**config.mk**
```make
export PLATFORM = sky130hd
export DESIGN_NAME = frg_ramp
export DESIGN_NICKNAME = d
export VERILOG_FILES = /design/src/rtl/frg_pkg.sv /design/src/rtl/frg_ramp.sv /design/src/rtl/frg_smooth.sv
export VERILOG_INCLUDE_DIRS = /design/src /design/src/rtl
export SDC_FILE = /design/constraint.sdc
export NUM_CORES = 1
export LEC_CHECK = 0
export BUFFER_PORTS_ARGS = -buffer_cell sky130_fd_sc_hd__buf_2
export CAP_MARGIN = 20
export CORE_UTILIZATION = 45
export DETAILED_ROUTE_END_ITERATION = 6
export PLACE_DENSITY_LB_ADDON = 0.05
export SLEW_MARGIN = 20
export SYNTH_ARGS = -nofsm -noshare
export SYNTH_HDL_FRONTEND = slang
export SYNTH_HIERARCHICAL = 1
export SYNTH_SLANG_ARGS = --single-unit
```
**constraint.sdc**
```tcl
create_clock -name clk_i -period 12.8 [get_ports clk_i]
set_input_delay 1.28 -clock clk_i [delete_from_list [all_inputs] [get_ports clk_i]]
set_output_delay 1.28 -clock clk_i [all_outputs]
set_load 0.01 [all_outputs]
```
**src/rtl/frg_defines.svh**
```systemverilog
// Purpose: Timing counts and setting widths of the ramp generator
// Assumes: 50 MHz system clock
// Notes: Frequencies in 0.01 Hz units, settings times in 0.1 s units
`ifndef FRG_DEFINES_SVH
`define FRG_DEFINES_SVH

`define FRG_CLK_NS 20                               // Clock period in ns
`define FRG_TICK_NS 1000000                         // Ramp tick period in ns (1 ms)
`define FRG_TICK_CYC (`FRG_TICK_NS / `FRG_CLK_NS)    // Clocks per ramp tick
`define FRG_TICKS_PER_TENTH 100                     // Ramp ticks per 0.1 s
`define FRG_MS_PER_TENTH 24'h000064                 // Milliseconds in one 0.1 s unit
`define FRG_FULL_SCALE 24'h001388                   // 50 Hz in 0.01 Hz units (5000)
`define FRG_FW 16                                   // Width of frequency settings
`define FRG_TW 16                                   // Width of time settings

`endif

```
**src/rtl/frg_pkg.sv**
```systemverilog
// Purpose: Types shared by the frequency ramp generator
// Assumes: Nothing beyond the defines header
// Notes: States are one-hot
`default_nettype none
package frg_pkg;
   // Controller states, one-hot
   typedef enum logic [4:0] {
      FRG_HALT  = 5'h01,   // Reference zero, minimum halt time running
      FRG_DELAY = 5'h02,   // Start-up delay before ramping
      FRG_RUN   = 5'h04,   // Ramping toward set-point
      FRG_STOP  = 5'h08,   // Ramping down to zero
      FRG_SPARE = 5'h10    // Unused, recovers to halt
   } frg_state_e;

   // Dynamics selection modes
   typedef enum logic [1:0] {
      FRG_DYN_ONE   = 2'h0,  // Fixed set one
      FRG_DYN_TWO   = 2'h1,  // Fixed set two
      FRG_DYN_INPUT = 2'h2,  // Chosen by digital input
      FRG_DYN_RSVD  = 2'h3   // Treated as set one
   } frg_dyn_e;
endpackage : frg_pkg
`default_nettype wire

```
**src/rtl/frg_ramp.sv**
```systemverilog
// Purpose: Frequency reference ramp generator with two dynamics sets
// Assumes: Command inputs synchronous to clk_i; start, stop, reverse are pulses
// Notes: Reference in signed 0.01 Hz counts; negative is reverse rotation
//
// How it works
// - Two acceleration times, 0 to 50 Hz
// - Two deceleration times, 50 Hz to 0
// - After start, ramp up at acceleration rate
// - Reverse decelerates to zero, then accelerates opposite
// - Nonzero stop time sets stop deceleration
// - Zero stop time uses active deceleration
// - S-curve rounds ramp start and end
// - Selection fixes set one or set two
// - Selection may follow a digital input
// - No restart before minimum halt time
// - Start-up delay before reference ramps
// - Start-up delay counted in 0.1 s units
`include "frg_defines.svh"
`default_nettype none
module frg_ramp import frg_pkg::*; #(
   parameter int unsigned TICK_CYC = `FRG_TICK_CYC,  // Clocks per 1 ms ramp tick
   parameter int unsigned FW = `FRG_FW,              // Set-point width
   parameter int unsigned TW = `FRG_TW               // Time setting width
) (
   input wire logic clk_i,
   input wire logic rst_i,
   input wire logic start_i,                 // Start command pulse
   input wire logic stop_i,                  // Stop command pulse
   input wire logic reverse_i,               // Reverse command pulse
   input wire logic [FW-1:0] setpoint_i,     // Target magnitude, 0.01 Hz
   input wire logic [TW-1:0] accel_one_i,    // Set one acceleration, 0.1 s
   input wire logic [TW-1:0] decel_one_i,    // Set one deceleration, 0.1 s
   input wire logic [TW-1:0] accel_two_i,    // Set two acceleration, 0.1 s
   input wire logic [TW-1:0] decel_two_i,    // Set two deceleration, 0.1 s
   input wire logic [TW-1:0] stop_time_i,    // Stop deceleration, 0 is off
   input wire logic [3:0] scurve_i,          // S-curve strength, 0 is off
   input wire logic [1:0] dyn_mode_i,        // Dynamics selection mode
   input wire logic dyn_din_i,               // Digital input choosing set two
   input wire logic [TW-1:0] min_halt_i,     // Minimum halt time, 0.1 s
   input wire logic [TW-1:0] start_delay_i,  // Start-up delay, 0.1 s
   output logic signed [FW:0] freq_ref_o,    // Smoothed frequency reference
   output logic halted_o,                    // Halted state
   output logic running_o,                   // Run state
   output logic stopping_o,                  // Stopping ramp in progress
   output logic set_two_o                    // Set two in use
);
   localparam int unsigned DW = $clog2(TICK_CYC);  // Tick divider width

   frg_state_e state_r;             // Controller state
   logic [DW-1:0] div_r;            // Tick divider
   logic tick_r;                    // 1 ms pulse
   logic [6:0] tenth_r;             // Ticks within 0.1 s
   logic tenth_en;                  // 0.1 s pulse
   logic run_r;                     // Run command latched
   logic dir_r;                     // Reverse rotation wanted
   logic [TW-1:0] cnt_r;            // Halt or delay count, 0.1 s
   logic signed [FW:0] ref_r;       // Linear ramp reference
   logic [23:0] acc_r;              // Rate accumulator, counts times ms
   logic signed [FW:0] target;      // Where the ramp heads
   logic use_two;                   // Set two active
   logic toward_zero;               // Ramp is decelerating
   logic [TW-1:0] t_ds;             // Applicable ramp time, 0.1 s
   logic [23:0] t_ms;               // Applicable ramp time, ms
   logic [23:0] acc_sum;            // Accumulator after this tick

   // Ramp tick and 0.1 s enable; one clock, no derived clocks
   always_ff @(posedge clk_i) begin
      if (rst_i || div_r == DW'(TICK_CYC - 1)) begin
         div_r <= '0;
      end else begin
         div_r <= div_r + DW'(1);
      end
   end

   always_ff @(posedge clk_i) begin
      tick_r <= !rst_i && div_r == DW'(TICK_CYC - 1);
   end

   always_ff @(posedge clk_i) begin
      if (rst_i) begin
         tenth_r <= '0;
      end else if (tick_r) begin
         tenth_r <= (tenth_r == 7'(`FRG_TICKS_PER_TENTH - 1)) ? 7'h00 : tenth_r + 7'h01;
      end
   end
   assign tenth_en = tick_r && tenth_r == 7'(`FRG_TICKS_PER_TENTH - 1);

   // Command latch; stop wins over a start in the same cycle
   always_ff @(posedge clk_i) begin
      if (rst_i) begin
         run_r <= 1'b0;
      end else if (stop_i) begin
         run_r <= 1'b0;
      end else if (start_i) begin
         run_r <= 1'b1;
      end
   end

   // Reverse flips the target sign; the ramp passes through zero on its own
   always_ff @(posedge clk_i) begin
      if (rst_i) begin
         dir_r <= 1'b0;
      end else if (reverse_i) begin
         dir_r <= !dir_r;
      end
   end

   // Rate selection, re-evaluated every cycle so changes apply mid-ramp
   always_comb begin
      case (dyn_mode_i)
         FRG_DYN_TWO: use_two = 1'b1;
         FRG_DYN_INPUT: use_two = dyn_din_i;
         default: use_two = 1'b0;
      endcase
      if (state_r == FRG_RUN) begin
         target = dir_r ? -$signed({1'b0, setpoint_i}) : $signed({1'b0, setpoint_i});
      end else begin
         target = '0;
      end
      // Heading toward zero, or across it, counts as deceleration
      toward_zero = (ref_r > 0 && target < ref_r) || (ref_r < 0 && target > ref_r);
      if (!toward_zero) begin
         t_ds = use_two ? accel_two_i : accel_one_i;
      end else if (state_r == FRG_STOP && stop_time_i != '0) begin
         t_ds = stop_time_i;
      end else begin
         t_ds = use_two ? decel_two_i : decel_one_i;
      end
      t_ms = 24'(t_ds) * `FRG_MS_PER_TENTH;
      if (t_ms == '0) begin
         t_ms = 24'h000001;  // Zero time means fastest ramp
      end
      acc_sum = acc_r + (tick_r ? `FRG_FULL_SCALE : 24'h000000);
   end

   // Linear ramp: each tick adds 50 Hz worth of credit, one count per t_ms credit.
   // Several counts may follow one tick; at most one per clock, so the fastest
   // ramp (zero time, t_ms of 1) never saturates. Credit is dropped at the target.
   always_ff @(posedge clk_i) begin
      if (rst_i) begin
         acc_r <= '0;
         ref_r <= '0;
      end else if (ref_r == target) begin
         acc_r <= '0;
      end else if (acc_sum >= t_ms) begin
         acc_r <= acc_sum - t_ms;
         ref_r <= (ref_r < target) ? ref_r + (FW+1)'(1) : ref_r - (FW+1)'(1);
      end else begin
         acc_r <= acc_sum;
      end
   end

   // Sequencer: halt hold, start-up delay, run, stop ramp
   always_ff @(posedge clk_i) begin
      if (rst_i) begin
         state_r <= FRG_HALT;
         cnt_r <= '0;
      end else begin
         case (state_r)
            FRG_HALT: begin
               if (tenth_en && cnt_r != '0) begin
                  cnt_r <= cnt_r - TW'(1);
               end
               if (run_r && cnt_r == '0) begin
                  state_r <= FRG_DELAY;
                  cnt_r <= start_delay_i;
               end
            end
            FRG_DELAY: begin
               if (!run_r) begin
                  state_r <= FRG_HALT;
                  cnt_r <= '0;  // Motor never turned, so no leftover delay becomes a halt hold
               end else if (cnt_r == '0) begin
                  state_r <= FRG_RUN;
               end else if (tenth_en) begin
                  cnt_r <= cnt_r - TW'(1);
               end
            end
            FRG_RUN: begin
               if (!run_r) begin
                  state_r <= FRG_STOP;
               end
            end
            FRG_STOP: begin
               if (ref_r == '0) begin
                  state_r <= FRG_HALT;
                  cnt_r <= min_halt_i;
               end
            end
            default: begin
               state_r <= FRG_HALT;  // Recover from an illegal code
               cnt_r <= '0;
            end
         endcase
      end
   end

   // Status flags, registered
   always_ff @(posedge clk_i) begin
      if (rst_i) begin
         halted_o <= 1'b1;
         running_o <= 1'b0;
         stopping_o <= 1'b0;
         set_two_o <= 1'b0;
      end else begin
         halted_o <= state_r == FRG_HALT;
         running_o <= state_r == FRG_RUN;
         stopping_o <= state_r == FRG_STOP;
         set_two_o <= use_two;
      end
   end

   // S-curve rounding of the linear ramp
   frg_smooth #(.W(FW + 1)) u_smooth (
      .clk_i(clk_i),
      .rst_i(rst_i),
      .tick_i(tick_r),
      .shift_i(scurve_i),
      .in_i(ref_r),
      .out_o(freq_ref_o)
   );

   // Checks on the ramp and sequencer
   property p_step_one;
      @(posedge clk_i) disable iff (rst_i)
      !$stable(ref_r) |-> (ref_r - $past(ref_r) == 1 || $past(ref_r) - ref_r == 1);
   endproperty
   a_step_one: assert property (p_step_one) else $error("Reference moved more than one count");

   property p_hold_target;
      @(posedge clk_i) disable iff (rst_i)
      (ref_r == target && $stable(target)) |=> ref_r == $past(ref_r);
   endproperty
   a_hold_target: assert property (p_hold_target) else $error("Reference left its target");

   property p_zero_idle;
      @(posedge clk_i) disable iff (rst_i)
      (state_r == FRG_DELAY) |-> ref_r == 0;
   endproperty
   a_zero_idle: assert property (p_zero_idle) else $error("Reference moved during start-up delay");

   property p_halt_hold;
      @(posedge clk_i) disable iff (rst_i)
      (state_r == FRG_HALT && cnt_r != 0) |=> state_r != FRG_DELAY;
   endproperty
   a_halt_hold: assert property (p_halt_hold) else $error("Restart before minimum halt time");

   property p_stop_time;
      @(posedge clk_i) disable iff (rst_i)
      (state_r == FRG_STOP && ref_r != 0 && stop_time_i != 0) |-> t_ms == 24'(stop_time_i) * 24'd100;
   endproperty
   a_stop_time: assert property (p_stop_time) else $error("Stop ramp not using stop time");

   property p_stop_fall;
      @(posedge clk_i) disable iff (rst_i)
      (state_r == FRG_STOP && $past(state_r) == FRG_STOP) |-> (ref_r >= 0 ? ref_r : -ref_r) <=
         ($past(ref_r) >= 0 ? $past(ref_r) : -$past(ref_r));
   endproperty
   a_stop_fall: assert property (p_stop_fall) else $error("Magnitude grew while stopping");

   property p_fixed_set;
      @(posedge clk_i) disable iff (rst_i)
      (dyn_mode_i == FRG_DYN_ONE) [*2] |-> !set_two_o;
   endproperty
   a_fixed_set: assert property (p_fixed_set) else $error("Set two used while set one fixed");

   property p_din_set;
      @(posedge clk_i) disable iff (rst_i)
      (dyn_mode_i == FRG_DYN_INPUT && dyn_din_i) |=> set_two_o;
   endproperty
   a_din_set: assert property (p_din_set) else $error("Digital input did not pick set two");

   property p_run_accel;
      @(posedge clk_i) disable iff (rst_i)
      (state_r == FRG_RUN && ref_r >= 0 && target > ref_r && !use_two) |-> t_ds == accel_one_i;
   endproperty
   a_run_accel: assert property (p_run_accel) else $error("Acceleration time not applied");

   property p_delay_to_run;
      @(posedge clk_i) disable iff (rst_i)
      (state_r == FRG_DELAY && run_r && cnt_r == 0) |=> state_r == FRG_RUN;
   endproperty
   a_delay_to_run: assert property (p_delay_to_run) else $error("Delay end did not start ramp");
endmodule : frg_ramp
`default_nettype wire

```
**src/rtl/frg_smooth.sv**
```systemverilog
// Purpose: S-curve rounding of the linear ramp by a first-order lag
// Assumes: tick_i is a one-cycle pulse
// Notes: shift_i of zero passes the ramp straight through
`default_nettype none
module frg_smooth #(
   parameter int unsigned W = 17  // Signed reference width
) (
   input wire logic clk_i,
   input wire logic rst_i,
   input wire logic tick_i,            // Ramp tick
   input wire logic [3:0] shift_i,     // Lag strength, 0 is off
   input wire logic signed [W-1:0] in_i,
   output logic signed [W-1:0] out_o
);
   logic signed [W-1:0] diff;  // Remaining distance
   logic signed [W-1:0] delta; // Step for this tick

   // Step is a fraction of the distance, at least one count so it lands exactly
   always_comb begin
      diff = in_i - out_o;
      delta = diff >>> shift_i;
      if (delta == '0 && diff != '0) begin
         delta = (diff < 0) ? -W'(1) : W'(1);
      end
   end

   // Lag follows the linear ramp; slope builds and fades gradually
   always_ff @(posedge clk_i) begin
      if (rst_i) begin
         out_o <= '0;
      end else if (shift_i == 4'h0) begin
         out_o <= in_i;
      end else if (tick_i) begin
         out_o <= out_o + delta;
      end
   end
endmodule : frg_smooth
`default_nettype wire

```
==> flow_summary_export.csv <==
group,metric,value,unit
outcome,outcome,"finished, final reports clean",
cts,cts_buffer_depth,2,
final_layout,final-instance-count-excl-fill,2312,
final_layout,final_std_cell_area_no_fill,14880,um2
place,placedCellCount,2296,
synthesis,postSynthNetCount,2119,
cts,cts.clk_slew.worst_paths,0.08,ns
synthesis,synth_seq_area_share,0.1602,
synthesis,synth.distinct_cells,102,
power,leakage,6.408,nW
floorplanning,core,29560,um2
place,post-dp-hpwl,30990,um
grt,initial_antenna_violation_count,0,
final_layout,num-nets-final,2225,
synthesis,synthesis.area_per_instance,7.451,um2
timing,rsz0062_at_grt,"false",
final_layout,flow.area_growth_from_synthesis,10.25,%
critical_path,data_required_time_at_the_worst_endpoint,13.06,ns
timing,fmax,0.08494,GHz
timing,layout_min_cycle_time,11.77,ns
floorplanning,floorplan.die_area,30680,um2
cts,cts_setup_buffers,0,
flow_run,reported_max_cap_violation_count,0,
critical_path,r2r_slack,1.95,ns
cts,cts_inserted_buffers,9,
timing,fin_crit_sh,0.9197,
timing,worst_pin_slew,1.104,ns
drt,initialDrtViolationCount,879,
critical_path,crit_path_top_delay_cell,"sky130_fd_sc_hd__a21oi_2",
synthesis,synth_cells,1811,
timing,finalClockSkew,0.01529,ns
timing,report.final.slew_viol_count,0,
timing,timing.hold.ws,0.4453,ns
cts,clock_latency_late_sink,0.38,ns
synthesis,synth.cell_area,13490,um2
power,total_power,2.056,mW
cts,tritoncts,"yes",
timing,maxSlewHeadroom,0.2606,
final_layout,layout_cell_share_with_drive_strength_beyond_1,0.1301,
drt,number_of_antenna_violating_nets_in_the_routed_design,0,
critical_path,timing.critical_path.to_type,"flop",
drt,drc,0,
floorplanning,io_pins,161,
final_layout,insertedDiodeCount,0,
worst_hold_path,min_path_type,"flop to flop",
drt,via_per_inst,5.853,
critical_path,critPathMaxStageDelay,0.70,ns
final_layout,num-fill-cells,2988,
critical_path,critPathMaxFanout,22,
place,placement.cell_area,14550,um2
floorplanning,num_rows,63,
critical_path,cpMostUsedCell,"sky130_fd_sc_hd__ha_1",
synthesis,synth-edff-count,0,
synthesis,synth.yosys.warnings,6,
timing,final-setup-viol-count,0,
cts,cts_root_buf,"sky130_fd_sc_hd__clkbuf_16",
cts,tritoncts_num_sinks,108,
synthesis,synth.top_cells.by_area,"sky130_fd_sc_hd__dfxtp_1, sky130_fd_sc_hd__ha_1, sky130_fd_sc_hd__a21oi_1",
floorplanning,die-width,175.2,um
drt,dr_total_vias,13532,
power,power.density,138.2,nW/um2
timing,totalNegativeSetupSlack,0,ns
drt,finalWirelength,39140,um
critical_path,cp-start-kind,"primary input",
cts,ctsHtreeMaxLevel,3,
place,io_buffers,160,
critical_path,worst_ep_arrival_time,12.04,ns
grt,track_usage,0.2532,
synthesis,synthDominantAreaCellType,"sky130_fd_sc_hd__dfxtp_1",
synthesis,ys_seq_elements,108,
place,finalWeightedCongestion,0.8940,
floorplanning,initial_utilization,0.4565,
place,place_ws,0.7276,ns
drt,first_pass_iters,5,
floorplanning,fp.dieH,175.2,um
grt,grt.overflow.total,0,
synthesis,commonest_register_cell_after_synthesis,"sky130_fd_sc_hd__dfxtp_1",
drt,post_detailed_route_wirelength_per_cell,16.93,um
critical_path,worstSetupPathType,"primary input to flop",
synthesis,post-synth-top-area-fraction,0.1602,
power,irDropWorstVdd,93.34,uV
grt,number_of_global_route_vias_before_repair,12643,
grt,grt_first_pass_wirelength,63950,um
synthesis,ys_async_sr_fraction,0,
timing,final_critical_path_setup_slack,1.028,ns
timing,hold_viol,0,
grt,grt_max_degree,69,
final_layout,final_util,0.5032,
-- cell usage after synthesis, types with 12 or more instances --
cell / count
sky130_fd_sc_hd__a21oi_1: 147
sky130_fd_sc_hd__nor4_1: 26
sky130_fd_sc_hd__o211ai_1: 17
sky130_fd_sc_hd__inv_1: 106
sky130_fd_sc_hd__nor2_1: 187
sky130_fd_sc_hd__or3_1: 17
sky130_fd_sc_hd__o21a_1: 25
sky130_fd_sc_hd__a211oi_1: 43
sky130_fd_sc_hd__clkbuf_1: 49
sky130_fd_sc_hd__nand2_1: 165
sky130_fd_sc_hd__xor2_1: 30
sky130_fd_sc_hd__and2_1: 13
sky130_fd_sc_hd__fa_1: 14
sky130_fd_sc_hd__xnor2_1: 77
sky130_fd_sc_hd__o31ai_1: 16
sky130_fd_sc_hd__a21o_1: 23
sky130_fd_sc_hd__ha_1: 154
sky130_fd_sc_hd__dfxtp_1: 108
sky130_fd_sc_hd__nand3_1: 56
sky130_fd_sc_hd__nand2b_1: 17
sky130_fd_sc_hd__nor2b_1: 20
sky130_fd_sc_hd__mux2i_1: 61
sky130_fd_sc_hd__nand4_1: 18
sky130_fd_sc_hd__and3_1: 24
sky130_fd_sc_hd__or2_2: 13
sky130_fd_sc_hd__a31oi_1: 17
sky130_fd_sc_hd__a22oi_1: 14
sky130_fd_sc_hd__nor3_1: 46
sky130_fd_sc_hd__o21ai_0: 79
sky130_fd_sc_hd__buf_2: 12
-- power breakdown --
part / leakage [nW] / switching, mW / total [mW] / internal (mW)
registers: 0.874 / 0.0337 / 0.399 / 0.365
clock network: 0.156 / 0.155 / 0.313 / 0.158
logic: 5.38 / 0.804 / 1.35 / 0.541
-- flip-flops by register name, indices dropped and copies added, names as in the netlist, 4 cells and up --
signal / count
acc_r: 24
cnt_r: 16
state_r: 4
ref_r: 17
div_r: 16
u_smooth/out_o: 17
tenth_r: 7
-- layer usage --
metal,vias up,GRT usage,routed length [um]
met2,257,0.4473,19260
met3,40,0.02306,1190
li1,6880,-,-
met1,6355,0.3314,18110
met4,0,0.05580,579
met5,-,0,0
-- worst max-delay path: cells and delay by family --
family                     cells  cell delay, ns
xor gates and xnor gates       1            0.15
buffers and inverters          7            0.92
adders and majority gates      8            2.45
muxes                          1            0.33
AOI/OAI and AO/OA             14            4.03
and+or+nand+nor               14            2.84
-- area by class of cell --
class                           instances  area, um2  share of cell area
Multi-Input combinational cell       1520      10620              0.7139
Inverter                              107      401.6             0.02700
Timing Repair Buffer                  171      883.3             0.05938
Clock inverter                          7      95.09            0.006392
Sequential cell                       108       2163              0.1454
Tap cell                              390      488.0             0.03280
Clock buffer                            9      225.2             0.01514
-- cell families after synthesis --
family,after synthesis,share of synthesized area
flops,108,0.1602
mux,73,0.05610
xor+xnor,107,0.06945
fa+ha+maj,168,0.1636
simple gates,655,0.2386
buf+inv,183,0.05610
compound gates,517,0.2559
-- worst paths after layout --
check	start	to	depth (start not counted)
setup / recovery	setpoint_i[1]	acc_r[21]$_SDFF_PP0_	45
hold / removal	div_r[0]$_SDFF_PP0_	div_r[0]$_SDFF_PP0_	1
setup reg to reg	dir_r$_SDFFE_PP0P_	acc_r[21]$_SDFF_PP0_	39
hold reg to reg	div_r[0]$_SDFF_PP0_	div_r[0]$_SDFF_PP0_	1
-- what timing repair did --
action	in CTS	in global routing
hold buffers	0	0
gates resized for setup	0	1
setup endpoints to repair	0	1
-- cells in the final DEF, fill, tap and decap left out, types with 24 or more instances in the layout --
master | Yosys | layout
sky130_fd_sc_hd__a211oi_1 | 43 | 43
sky130_fd_sc_hd__a21oi_1 | 147 | 145
sky130_fd_sc_hd__and3_1 | 24 | 24
sky130_fd_sc_hd__buf_2 | 12 | 160
sky130_fd_sc_hd__dfxtp_1 | 108 | 107
sky130_fd_sc_hd__ha_1 | 154 | 154
sky130_fd_sc_hd__inv_1 | 106 | 106
sky130_fd_sc_hd__mux2i_1 | 61 | 61
sky130_fd_sc_hd__nand2_1 | 165 | 165
sky130_fd_sc_hd__nand3_1 | 56 | 56
sky130_fd_sc_hd__nor2_1 | 187 | 186
sky130_fd_sc_hd__nor3_1 | 46 | 46
sky130_fd_sc_hd__nor4_1 | 26 | 25
sky130_fd_sc_hd__o21a_1 | 25 | 25
sky130_fd_sc_hd__o21ai_0 | 79 | 79
sky130_fd_sc_hd__xnor2_1 | 77 | 76
sky130_fd_sc_hd__xor2_1 | 30 | 30
No activity file was read; power rests on OpenSTA's default activity.
